<file path="src/itr_pkg.sv">
// Shared constants and types for the issue timing and return predictor
//
// Operation
// - A four-entry return-address stack predicts procedure return targets.
// - Load multiple writing program counter without status restore is a return.
// - Base register must be ready at the very-early operand stage.
// - Correct return prediction costs the normal issue and memory cycles.
// - Unconditional load multiple with wrong return prediction adds eight cycles.
// - Conditional load multiple with mispredicted condition adds seven cycles.
// - Right condition but wrong return prediction adds eight cycles.
// - Push and pop time like store and load multiple with writeback.
// - Consumer of seventh register of aligned load multiple waits: six cycles.
// - Aligned seven-register store then overwrite completes in five cycles.
// - Consumer of ninth register of aligned pop waits: seven cycles.
// - Exception-return and state-save use one memory cycle aligned, two not.
// - Return from exception takes ten cycles aligned, eleven unaligned.
// - Save return state takes one cycle aligned, two unaligned.
// - Exclusives issue in one cycle, latency two; clear-exclusive one cycle.
// - Swap word and byte take two cycles, two memory, latency three.
// - Barriers stall as long as the memory system requires.
// - Coprocessor transfers take six cycles, latency six; four on fail.
// - Call, breakpoint, undefined and prefetch abort are taken at writeback.
// - Taking those exceptions costs nine cycles.
// - Failed call or undefined takes one cycle; a small subset two.
package itr_pkg;
  typedef enum logic [3:0] {
    ITR_OP_NONE,
    ITR_OP_LDM,
    ITR_OP_STM,
    ITR_OP_RFE,
    ITR_OP_SRS,
    ITR_OP_EXCL,
    ITR_OP_CLEAR_EXCLUSIVE_INSN,
    ITR_OP_SWAP,
    ITR_OP_BARRIER,
    ITR_OP_COPROC,
    ITR_OP_EXCEPT
  } itr_op_t;

  localparam int unsigned ITR_STACK_DEPTH = 4;
  localparam int unsigned ITR_PTR_W = 2;
  localparam int unsigned ITR_CNT_W = 5;
  localparam logic [4:0] ITR_RET_MISS_PEN = 5'h08;
  localparam logic [4:0] ITR_COND_MISS_PEN = 5'h07;
  localparam logic [4:0] ITR_RFE_ALIGNED = 5'h0a;
  localparam logic [4:0] ITR_RFE_UNALIGNED = 5'h0b;
  localparam logic [4:0] ITR_SRS_ALIGNED = 5'h01;
  localparam logic [4:0] ITR_SRS_UNALIGNED = 5'h02;
  localparam logic [4:0] ITR_EXCL_CYC = 5'h01;
  localparam logic [4:0] ITR_EXCL_LAT = 5'h02;
  localparam logic [4:0] ITR_SWAP_CYC = 5'h02;
  localparam logic [4:0] ITR_SWAP_LAT = 5'h03;
  localparam logic [4:0] ITR_CP_PASS_CYC = 5'h06;
  localparam logic [4:0] ITR_CP_FAIL_CYC = 5'h04;
  localparam logic [4:0] ITR_EXC_CYC = 5'h09;
  localparam logic [4:0] ITR_EXC_FAIL_CYC = 5'h01;
  localparam logic [4:0] ITR_EXC_FAIL_SLOW_CYC = 5'h02;
  localparam logic [4:0] ITR_MEM_ONE = 5'h01;
  localparam logic [4:0] ITR_MEM_TWO = 5'h02;
  localparam logic [4:0] ITR_LDM_FIRST_LAT = 5'h02;
  localparam logic [31:0] ITR_RESET_ADDR = 32'h0000_0000;
endpackage

</file>
<file path="src/itr_return_stack.sv">
// Four-entry return-address stack used by the issue controller
`timescale 1ns/1ps
`default_nettype none
module itr_return_stack
  import itr_pkg::*;
(
  input wire logic i_clock,          // Processor clock
  input wire logic i_rstn,           // Synchronous reset, active low
  input wire logic i_push,           // Call seen: push link address
  input wire logic [31:0] i_push_addr, // Return address to store
  input wire logic i_pop,            // Predicted return consumed
  output logic o_valid,              // Top entry holds a prediction
  output logic [31:0] o_top          // Predicted return target
);
  typedef struct packed {
    logic [ITR_STACK_DEPTH-1:0][31:0] addr;
    logic [ITR_STACK_DEPTH-1:0] vld;
    logic [ITR_PTR_W-1:0] ptr;
  } itr_rs_state_t;

  itr_rs_state_t st_r;
  itr_rs_state_t st_nxt;
  logic [ITR_PTR_W-1:0] top_idx;

  assign top_idx = st_r.ptr - 2'h1;
  assign o_valid = st_r.vld[top_idx];
  assign o_top = st_r.addr[top_idx];

  always_comb
  begin
    st_nxt = st_r;
    if (i_pop)
    begin
      st_nxt.vld[top_idx] = 1'b0;
      st_nxt.ptr = top_idx;
    end
    else if (i_push)
    begin
      // Overflow silently overwrites the oldest entry
      st_nxt.addr[st_r.ptr] = i_push_addr;
      st_nxt.vld[st_r.ptr] = 1'b1;
      st_nxt.ptr = st_r.ptr + 2'h1;
    end
  end

  always_ff @(posedge i_clock)
  begin
    if (!i_rstn)
    begin
      st_r.addr <= '0;
      st_r.vld <= '0;
      st_r.ptr <= '0;
    end
    else
      st_r <= st_nxt;
  end
endmodule
`default_nettype wire

</file>
<file path="src/itr_issue_ctrl.sv">
// Issue timing, interlock and return prediction control for one pipeline
`timescale 1ns/1ps
`default_nettype none
module itr_issue_ctrl
  import itr_pkg::*;
(
  input wire logic i_clock,                // Processor clock, 100 MHz
  input wire logic i_rstn,                 // Synchronous reset, active low
  input wire logic i_valid,                // Instruction offered at issue
  input wire itr_pkg::itr_op_t i_op,       // Instruction class
  input wire logic [4:0] i_base_cycles,    // Normal issue count for multiples
  input wire logic [4:0] i_mem_cycles,     // Normal memory count for multiples
  input wire logic [4:0] i_last_lat,       // Latency of last loaded register
  input wire logic i_writes_pc,            // Load multiple includes PC
  input wire logic i_restores_status,      // Copies saved into current status
  input wire logic i_conditional,          // Instruction has a condition
  input wire logic i_cond_pass,            // Condition outcome
  input wire logic i_cond_mispredict,      // Condition outcome was mispredicted
  input wire logic i_aligned,              // First address doubleword aligned
  input wire logic i_slow_undef,           // Undefined encoding of the slow set
  input wire logic [31:0] i_load_target,   // Target actually loaded into PC
  input wire logic i_call,                 // Branch-and-link seen
  input wire logic [31:0] i_call_ret,      // Its return address
  input wire logic i_base_ready,           // Base register ready, very early
  input wire logic i_consumer_valid,       // Next instruction waiting
  input wire logic [3:0] i_consumer_src,   // Register it reads
  input wire logic [3:0] i_load_last_reg,  // Last register of the load multiple
  input wire logic i_mem_busy,             // Memory system not yet drained
  input wire logic i_cp_done,              // Coprocessor finished
  output logic o_ready,                    // Issue slot free
  output logic o_stall,                    // Later instructions held
  output logic o_mispredict,               // Return or condition mispredicted
  output logic [31:0] o_pred_target,       // Predicted return target
  output logic o_exc_take,                 // Exception taken at writeback
  output logic [4:0] o_issue_cycles,       // Cycles spent by the last instruction
  output logic [4:0] o_mem_cycles,         // Memory cycles of last instruction
  output logic [4:0] o_result_lat          // Result latency of last instruction
);
  typedef enum logic [1:0] {
    ITR_IDLE,
    ITR_COUNT,
    ITR_WAIT_MEM,
    ITR_WAIT_CP
  } itr_state_t;

  typedef struct packed {
    itr_state_t st;
    logic [4:0] remain;
    logic [4:0] spent;
    logic [4:0] issue;
    logic [4:0] mem;
    logic [4:0] lat;
    logic mispred;
    logic [31:0] target;
    logic exc;
    logic exc_pend;
    logic [4:0] ilk;
    logic [3:0] ilk_reg;
  } itr_ctl_t;

  itr_ctl_t s_r;
  itr_ctl_t s_nxt;
  logic rs_valid;
  logic [31:0] rs_top;
  logic is_return;
  logic ret_hit;
  logic accept;
  logic ilk_block;

  function automatic logic [4:0] sat_dec(input logic [4:0] v);
    sat_dec = (v == 5'h00) ? 5'h00 : v - 5'h01;
  endfunction

  assign is_return = (i_op == ITR_OP_LDM) && i_writes_pc && !i_restores_status;
  assign ret_hit = rs_valid && (rs_top == i_load_target);
  assign ilk_block = i_consumer_valid && (s_r.ilk > 5'h01)
    && (i_consumer_src == s_r.ilk_reg);
  assign accept = i_valid && (s_r.st == ITR_IDLE) && i_base_ready && !ilk_block;
  assign o_ready = (s_r.st == ITR_IDLE) && i_base_ready && !ilk_block;
  assign o_stall = (s_r.st != ITR_IDLE) || ilk_block;
  assign o_mispredict = s_r.mispred;
  assign o_pred_target = s_r.target;
  assign o_exc_take = s_r.exc;
  assign o_issue_cycles = s_r.issue;
  assign o_mem_cycles = s_r.mem;
  assign o_result_lat = s_r.lat;

  itr_return_stack u_rs (
    .i_clock(i_clock),
    .i_rstn(i_rstn),
    .i_push(i_call),
    .i_push_addr(i_call_ret),
    .i_pop(accept && is_return),
    .o_valid(rs_valid),
    .o_top(rs_top)
  );

  always_comb
  begin
    logic [4:0] cyc;
    cyc = 5'h00;
    s_nxt = s_r;
    s_nxt.mispred = 1'b0;
    s_nxt.exc = 1'b0;
    s_nxt.ilk = sat_dec(s_r.ilk);
    case (s_r.st)
      ITR_IDLE:
      begin
        s_nxt.spent = 5'h00;
        if (accept)
        begin
          s_nxt.mem = 5'h00;
          s_nxt.lat = 5'h00;
          s_nxt.target = rs_top;
          s_nxt.exc_pend = 1'b0;
          case (i_op)
            ITR_OP_LDM, ITR_OP_STM:
            begin
              // push and pop share multiples timing
              cyc = i_base_cycles;
              s_nxt.mem = i_mem_cycles;
              if (i_op == ITR_OP_LDM)
              begin
                s_nxt.lat = i_last_lat;
                s_nxt.ilk = i_last_lat;
                s_nxt.ilk_reg = i_load_last_reg;
              end
              if (is_return)
              begin
                if (i_conditional && i_cond_mispredict)
                begin
                  cyc = i_base_cycles + ITR_COND_MISS_PEN;
                  s_nxt.mispred = 1'b1;
                end
                else if (!ret_hit)
                begin
                  cyc = i_base_cycles + ITR_RET_MISS_PEN;
                  s_nxt.mispred = 1'b1;
                end
              end
            end
            ITR_OP_RFE:
            begin
              cyc = i_aligned ? ITR_RFE_ALIGNED : ITR_RFE_UNALIGNED;
              s_nxt.mem = i_aligned ? ITR_MEM_ONE : ITR_MEM_TWO;
            end
            ITR_OP_SRS:
            begin
              cyc = i_aligned ? ITR_SRS_ALIGNED : ITR_SRS_UNALIGNED;
              s_nxt.mem = i_aligned ? ITR_MEM_ONE : ITR_MEM_TWO;
            end
            ITR_OP_EXCL:
            begin
              cyc = ITR_EXCL_CYC;
              s_nxt.mem = ITR_MEM_ONE;
              s_nxt.lat = ITR_EXCL_LAT;
            end
            ITR_OP_CLEAR_EXCLUSIVE_INSN:
              cyc = ITR_EXCL_CYC;
            ITR_OP_SWAP:
            begin
              cyc = ITR_SWAP_CYC;
              s_nxt.mem = ITR_MEM_TWO;
              s_nxt.lat = ITR_SWAP_LAT;
            end
            ITR_OP_COPROC:
            begin
              cyc = (i_conditional && !i_cond_pass) ? ITR_CP_FAIL_CYC
                : ITR_CP_PASS_CYC;
              s_nxt.lat = cyc;
            end
            ITR_OP_EXCEPT:
            begin
              if (i_conditional && !i_cond_pass)
                cyc = i_slow_undef ? ITR_EXC_FAIL_SLOW_CYC : ITR_EXC_FAIL_CYC;
              else
              begin
                cyc = ITR_EXC_CYC;
                s_nxt.exc_pend = 1'b1;
              end
            end
            default:
              cyc = 5'h01;
          endcase
          s_nxt.spent = 5'h01;
          if (i_op == ITR_OP_BARRIER)
            s_nxt.st = ITR_WAIT_MEM;
          else if (cyc > 5'h01)
          begin
            s_nxt.remain = cyc - 5'h01;
            s_nxt.st = ITR_COUNT;
          end
          else
            s_nxt.issue = 5'h01;
        end
      end
      ITR_COUNT:
      begin
        s_nxt.spent = s_r.spent + 5'h01;
        s_nxt.remain = s_r.remain - 5'h01;
        if (s_r.remain == 5'h01)
        begin
          s_nxt.issue = s_r.spent + 5'h01;
          s_nxt.exc = s_r.exc_pend;
          s_nxt.exc_pend = 1'b0;
          s_nxt.st = ITR_IDLE;
        end
      end
      ITR_WAIT_MEM:
      begin
        s_nxt.spent = s_r.spent + 5'h01;
        if (!i_mem_busy)
        begin
          s_nxt.issue = s_r.spent + 5'h01;
          s_nxt.st = ITR_IDLE;
        end
      end
      ITR_WAIT_CP:
      begin
        s_nxt.spent = s_r.spent + 5'h01;
        if (i_cp_done)
          s_nxt.st = ITR_IDLE;
      end
      default:
        s_nxt.st = ITR_IDLE;
    endcase
  end

  always_ff @(posedge i_clock)
  begin
    if (!i_rstn)
    begin
      s_r.st <= ITR_IDLE;
      s_r.remain <= 5'h00;
      s_r.spent <= 5'h00;
      s_r.issue <= 5'h00;
      s_r.mem <= 5'h00;
      s_r.lat <= 5'h00;
      s_r.mispred <= 1'b0;
      s_r.target <= ITR_RESET_ADDR;
      s_r.exc <= 1'b0;
      s_r.exc_pend <= 1'b0;
      s_r.ilk <= 5'h00;
      s_r.ilk_reg <= 4'h0;
    end
    else
      s_r <= s_nxt;
  end
endmodule
`default_nettype wire

</file>
<file path="config.mk">
export PLATFORM = sky130hd
export DESIGN_NAME = itr_issue_ctrl
export DESIGN_NICKNAME = d
export VERILOG_FILES = /design/src/itr_pkg.sv /design/src/itr_return_stack.sv /design/src/itr_issue_ctrl.sv
export SDC_FILE = /design/constraint.sdc
export NUM_CORES = 1
export LEC_CHECK = 0
export ABC_AREA = 1
export BUFFER_PORTS_ARGS = -buffer_cell sky130_fd_sc_hd__buf_2
export CAP_MARGIN = 15
export CORE_UTILIZATION = 60
export CTS_CLUSTER_SIZE = 14
export DETAILED_ROUTE_END_ITERATION = 6
export MAX_ROUTING_LAYER = met4
export PLACE_DENSITY = 0.83
export SYNTH_ARGS = -nofsm -noshare
export SYNTH_HDL_FRONTEND = slang
export SYNTH_SLANG_ARGS = --single-unit
export TNS_END_PERCENT = 1
</file>
<file path="constraint.sdc">
create_clock -name i_clock -period 7.86 [get_ports i_clock]
set_input_delay 1.572 -clock i_clock [delete_from_list [all_inputs] [get_ports i_clock]]
set_output_delay 1.572 -clock i_clock [all_outputs]
set_load 0.05 [all_outputs]
</file>
; ---- Word level (Yosys, flattened, before mapping)
; Cells that the tools add are included.
[op_classes]
addsub = 8
magnitude_cmp = 6
n_eq_ne = 23
mux = 55
bitwise_logic = 4
n_reduce_logical = 37
[ops]
columns = cell, n
row1 = bitwise mux 128 bit, 1
row2 = binary-select mux 32 bit (select 2 bit), 1
row3 = demux 32 bit (select 2 bit), 1
row4 = 2-to-1 mux 32 bit, 2
row5 = 2-to-1 mux 5 bit, 12
row6 = 2-to-1 mux 60 bit, 1
row7 = one-hot mux 5 bit (4 select lines), 2
row8 = == test 32 bit, 1
row9 = one-hot mux 5 bit (6 select lines), 1
row10 = 2-to-1 mux 9 bit, 3
row11 = one-hot mux 5 bit (2 select lines), 2
row12 = logical AND 1 bit, 15
row13 = one-hot mux 5 bit (3 select lines), 1
row14 = "subtractor 5 x 1 -> 5 bit, second input constant", 3
row15 = 2-to-1 mux 2 bit, 7
row16 = "== test 4 x 3 -> 1 bit, second input constant", 3
row17 = "== test 4 bit, second input constant", 3
row18 = 2-to-1 mux 6 bit, 2
row19 = "!= test 2 bit, second input constant", 6
row20 = 2-to-1 mux 1 bit, 11
row21 = "greater-than comparator 5 x 1 -> 1 bit, second input constant", 2
row22 = 2-to-1 mux 10 bit, 1
row23 = AND reduction 5 bit, 2
row24 = "== test 4 x 2 -> 1 bit, second input constant", 2
row25 = 36 further kinds, 48
[totals]
register_bits = 205
wordCells = 151

; ---- Longest topological paths before layout
[logic_depth]
depth_word = 16
depth_mapped = 28
mapped_depth_nobuf = 23

; ---- Modules after synthesis
; Synthesis repeated with hierarchy kept, for this count alone.
[unflattened]
cells_unflattened = 1560
hier_area_um2 = 10694.0
[by_module_without_submodules]
columns = module, n_inst, cells_each, area_per_inst_um2, seq_area_each_um2
row1 = itr_return_stack, 1, 929, 6348.6, 2682.6
row2 = itr_issue_ctrl, 1, 631, 4345.4, 1421.4

; ---- Worst setup path before layout
; Ideal clock, no wire load.
[synth_timing]
path_kind = input-to-output
start = input port i_consumer_valid
end = output port o_ready
arrival_ns = 2.958
required_time_ns = 6.288
slack_ns = 3.330
cell_stages = 6
n_path_buf = 0
path_cell_list = a21boi_0 o221ai_1 nor2_1 nand4_1 nand2_1 nor2_1
[synth_via]
elab_chain_cells = 4
[synth_rtl]
columns = element, line
row1 = from (decl), itr_issue_ctrl.sv:25  ; input wire logic i_consumer_valid,
row2 = logical AND 1 bit, itr_issue_ctrl.sv:76  ; assign ilk_block = i_consumer_valid && (s_r.ilk > 5'h01)
row3 = logical AND 1 bit, itr_issue_ctrl.sv:77  ; && (i_consumer_src == s_r.ilk_reg);
row4 = logical NOT 1 bit, itr_issue_ctrl.sv:79  ; assign o_ready = (s_r.st == ITR_IDLE) && i_base_ready && !ilk_block;
row5 = logical AND 1 bit, itr_issue_ctrl.sv:79
row6 = to (decl), itr_issue_ctrl.sv:30  ; output logic o_ready,
; No other way between the ends.

; ---- Worst setup path after layout
[layout_timing]
start = input port i_op[3]
end = register u_rs.st_r[65] (netlist bit)
[layout_via]
elab_chain_cells = 6
[layout_rtl]
columns = element, line
row1 = from (decl), itr_issue_ctrl.sv:10  ; input wire itr_pkg::itr_op_t i_op,
row2 = == test 4 x 1 -> 1 bit, itr_issue_ctrl.sv:74  ; assign is_return = (i_op == ITR_OP_LDM) && i_writes_pc && !i_restores_status;
row3 = logical AND 1 bit (2 in a row), itr_issue_ctrl.sv:74
row4 = logical AND 1 bit, itr_issue_ctrl.sv:93  ; .i_pop(accept && is_return),
row5 = inverter 1 bit (no line), --
row6 = AND reduction 2 bit (no line), --
row7 = to (signal assigned), itr_return_stack.sv:55  ; st_r <= st_nxt;
row8 = to (decl), itr_return_stack.sv:21  ; itr_rs_state_t st_r;
; No other way between the ends.
; A chain may end at the register's enable or synchronous reset.

==> flow_summary_export.csv <==
group,metric,value,unit
drt,firstDrtPassIters,5,
worst_setup_path,slowest_delay,720,ps
status,status,"finished, final reports clean",
drt,drtIter0Drc,1269,
die,die_h,135,um
worst_setup_path,cp_cell_sequence,"buf_2 -> nor2_1 -> nand2_1 -> inv_1 -> nand2_1 -> inv_1 -> nand2_1 -> nand2_1 -> clkinv_2 -> buf_4 -> nand2_1 -> buf_4 -> nand2_1 -> a21oi_1",
place,dp_hpwl,19400,um
worst_setup_path,crit_family,"buffers and inverters",
worst_setup_path,path_class,"primary input to flip-flop",
finish,syn_to_final_growth,10.4,%
clocking,clk_pin_slew,60,ps
timing,maxSlewViolCount,0,
pwr,power_density,267,nW/um2
worst_setup_path,critPathSlowestCell,"clkinv_2",
finish,num_antenna_cells,0,
synth,synth_area,10500,um2
worst_setup_path,cp_num_buf_inv,6,
synth,syn_nets,1670,
clocking,clk_latency,510,ps
synth,avgSynthCellArea,6.81,um2
global_routing,grt_max_degree,113,
worst_setup_path,endpoint_kind,"flip-flop",
place,gp_congestion,0.952,
global_routing,overflow,0,
timing,hold-worst-slack,457,ps
synth,synth_cell_types,42,
timing,tightest_slew,1180,ps
clocking,cts_buffers,23,
clocking,cts_root_buf,"clkbuf_16",
timing,clock.fmax,216,MHz
clocking,cts.sink_count,205,
clocking,clock_path_buffers,3,
place,dp.cells,1799,
synth,ys_top_cells_by_area,"dfxtp_1 (39%), nand2_1 (16%), nand3_1 (12%)",
global_routing,grt_pass1_wl,47500,um
timing,setup-tns-final,0,ps
die,die_area,18100,um2
drt,vias_per_cell,5.75,
die,start_util,0.611,
place,io_buffers,156,
global_routing,track_usage,0.339,
worst_setup_path,path_common_cell,"nand2_1",
finish,drive_above_1_share,0.141,
synth,synthCells,1548,
die,io_pins,157,
global_routing,grt_pass1_vias,9558,
die,core_region_area,17200,um2
synth,synthFlopType,"dfxtp_1",
worst_setup_path,required,8290,ps
finish,final_nets,1721,
synth,yosysSeqAreaShare,0.389,
timing,fin_crit_sh,0.588,
synth,yosysWarningCount,0,
timing,rsz0062_at_grt,"no",
clocking,h-tree-depth,1,
drt,wl_per_cell,16.4,um
die,die_x,135,um
worst_setup_path,cp_max_fo,72,
timing,max_slew_margin,0.216,
worst_setup_path,crit_arrival,5050,ps
clocking,cts_tree,"done",
clocking,cts_setup_buffers,0,
synth,synth_edf_count,0,
job,max-cap-violations,0,
drt,totalWireLength,30200,um
synth,ys_async_sr_fraction,0,
die,rows,48,
hold_path,hold_path.class,"flip-flop to flip-flop",
finish,final_cells,1838,
drt,drc,0,
drt,vias,10600,
synth,yosys.area.top_type,"dfxtp_1",
timing,setup_violations,0,
clocking,hold_buffers,0,
worst_setup_path,critPathLaunchType,"primary input",
drt,ant_nets,0,
global_routing,antenna_found_initial,0,
timing,finalCriticalPeriod,4620,ps
timing,hold_viol,0,
pwr,ir_drop,164,uV
timing,fin_worst_skew,10.9,ps
clocking,post_cts_resized,0,
pwr,p_leak,4.86,nW
synth,synth.top_cell.area_share,0.389,
synth,synth_seq_cells,205,
worst min-delay path: cells and delay by family, from the launching register on:
family          cells  cell delay (ps)
compound gates      1               50
flops               1              300
simple gates        1               60
per-layer routing:
layer | vias up | part of all wire | track usage
li1 | 5172 | - | -
met1 | 4835 | 0.42 | 0.445
met2 | 497 | 0.46 | 0.531
met3 | 65 | 0.091 | 0.0462
met4 | 0 | 0.031 | 0.133
met5 | - | 0 | -
power breakdown:
| group | internal [W] | switching [W] | leakage, nW | total [W] |
|---|---|---|---|---|
| Combinational | 0.000248 | 0.000633 | 2.84 | 0.000881 |
| Sequential | 0.00113 | 0.0000500 | 1.67 | 0.00118 |
| Clock | 0.000622 | 0.000421 | 0.351 | 0.00104 |
| Total | 0.00200 | 0.00110 | 4.86 | 0.00310 |
sequential cells by signal, summed over array words and instances (netlist names):
register	count
s_r	22
o_result_lat	5
o_pred_target	32
o_mispredict	1
o_exc_take	1
o_issue_cycles	5
u_rs.st_r	134
o_mem_cycles	5
worst paths after layout:
kind	slack, ps	endpoint	cells after the start	startpoint
max	3240	u_rs.st_r[65]	14	i_op[3]
min	460	u_rs.st_r[116]	2	u_rs.st_r[116]
max reg2reg	3770	o_issue_cycles[3]	19	u_rs.st_r[0]
min reg2reg	460	u_rs.st_r[116]	2	u_rs.st_r[116]
layout make-up:
class                           instances  area (um2)
Fill cell                            1511        5610
Multi-Input combinational cell       1128        5370
Sequential cell                       205        4110
Timing Repair Buffer                  170         886
Clock buffer                           33         633
Tap cell                              225         282
Inverter                               71         270
Clock inverter                          6        83.8
logic make-up (layout without fill, tap and decap cells):
| kind of cell | count (synthesis) | after routing | synth area share |
|---|---|---|---|
| simple gates | 829 | 829 | 0.343 |
| xor+xnor | 12 | 12 | 0.0114 |
| buf+inv | 215 | 280 | 0.102 |
| flops | 205 | 205 | 0.389 |
| fa+ha+maj | 16 | 16 | 0.0190 |
| compound gates | 271 | 271 | 0.136 |
layout by cell type, fill, tap and decap left out, drive strengths merged, types with 2 or more instances in the layout:
| cell type | count |
|---|---|
| clkbuf | 33 |
| buf | 170 |
| inv | 70 |
| a21oi | 199 |
| bufinv | 2 |
| nand2 | 459 |
| o21ai | 51 |
| a221oi | 4 |
| nor3 | 3 |
| and2 | 2 |
| nor2 | 84 |
| nor4 | 2 |
| o211ai | 3 |
| nand3 | 246 |
| o22ai | 3 |
| a211oi | 4 |
| ha | 16 |
| clkinv | 5 |
| nand4 | 6 |
| nor3b | 2 |
| dfxtp | 205 |
| nand3b | 24 |
| xor2 | 11 |
cell usage after synthesis (3+ instances only):
| cell type | n |
|---|---|
| buf_4 | 48 |
| nand2_1 | 453 |
| inv_1 | 68 |
| xor2_1 | 9 |
| nand3b_1 | 24 |
| o211ai_1 | 3 |
| nand2_2 | 3 |
| o21ai_0 | 50 |
| a21oi_2 | 3 |
| nor3_1 | 3 |
| nand3_1 | 244 |
| dfxtp_1 | 205 |
| a21oi_1 | 196 |
| buf_6 | 6 |
| ha_1 | 16 |
| a221oi_1 | 4 |
| clkbuf_1 | 59 |
| inv_2 | 3 |
| a211oi_1 | 4 |
| o22ai_1 | 3 |
| nand2_4 | 3 |
| buf_2 | 30 |
| nor2_1 | 82 |
| nand4_1 | 6 |
per-stage QoR:
step / util / area, um2 / setup WS [ps] / power (W)
after detailed placement: 0.633 / 10900 / 2900 / 0.00206
after CTS: 0.675 / 11600 / 3380 / 0.00310
final: 0.675 / 11600 / 3240 / 0.00310
after floorplan: - / 10500 / 3330 / 0.00190
after global placement: 0.633 / 10900 / 3010 / 0.00205
after global routing: 0.675 / 11600 / 2940 / 0.00324
Note: power is estimated with default switching activity, not from simulation.
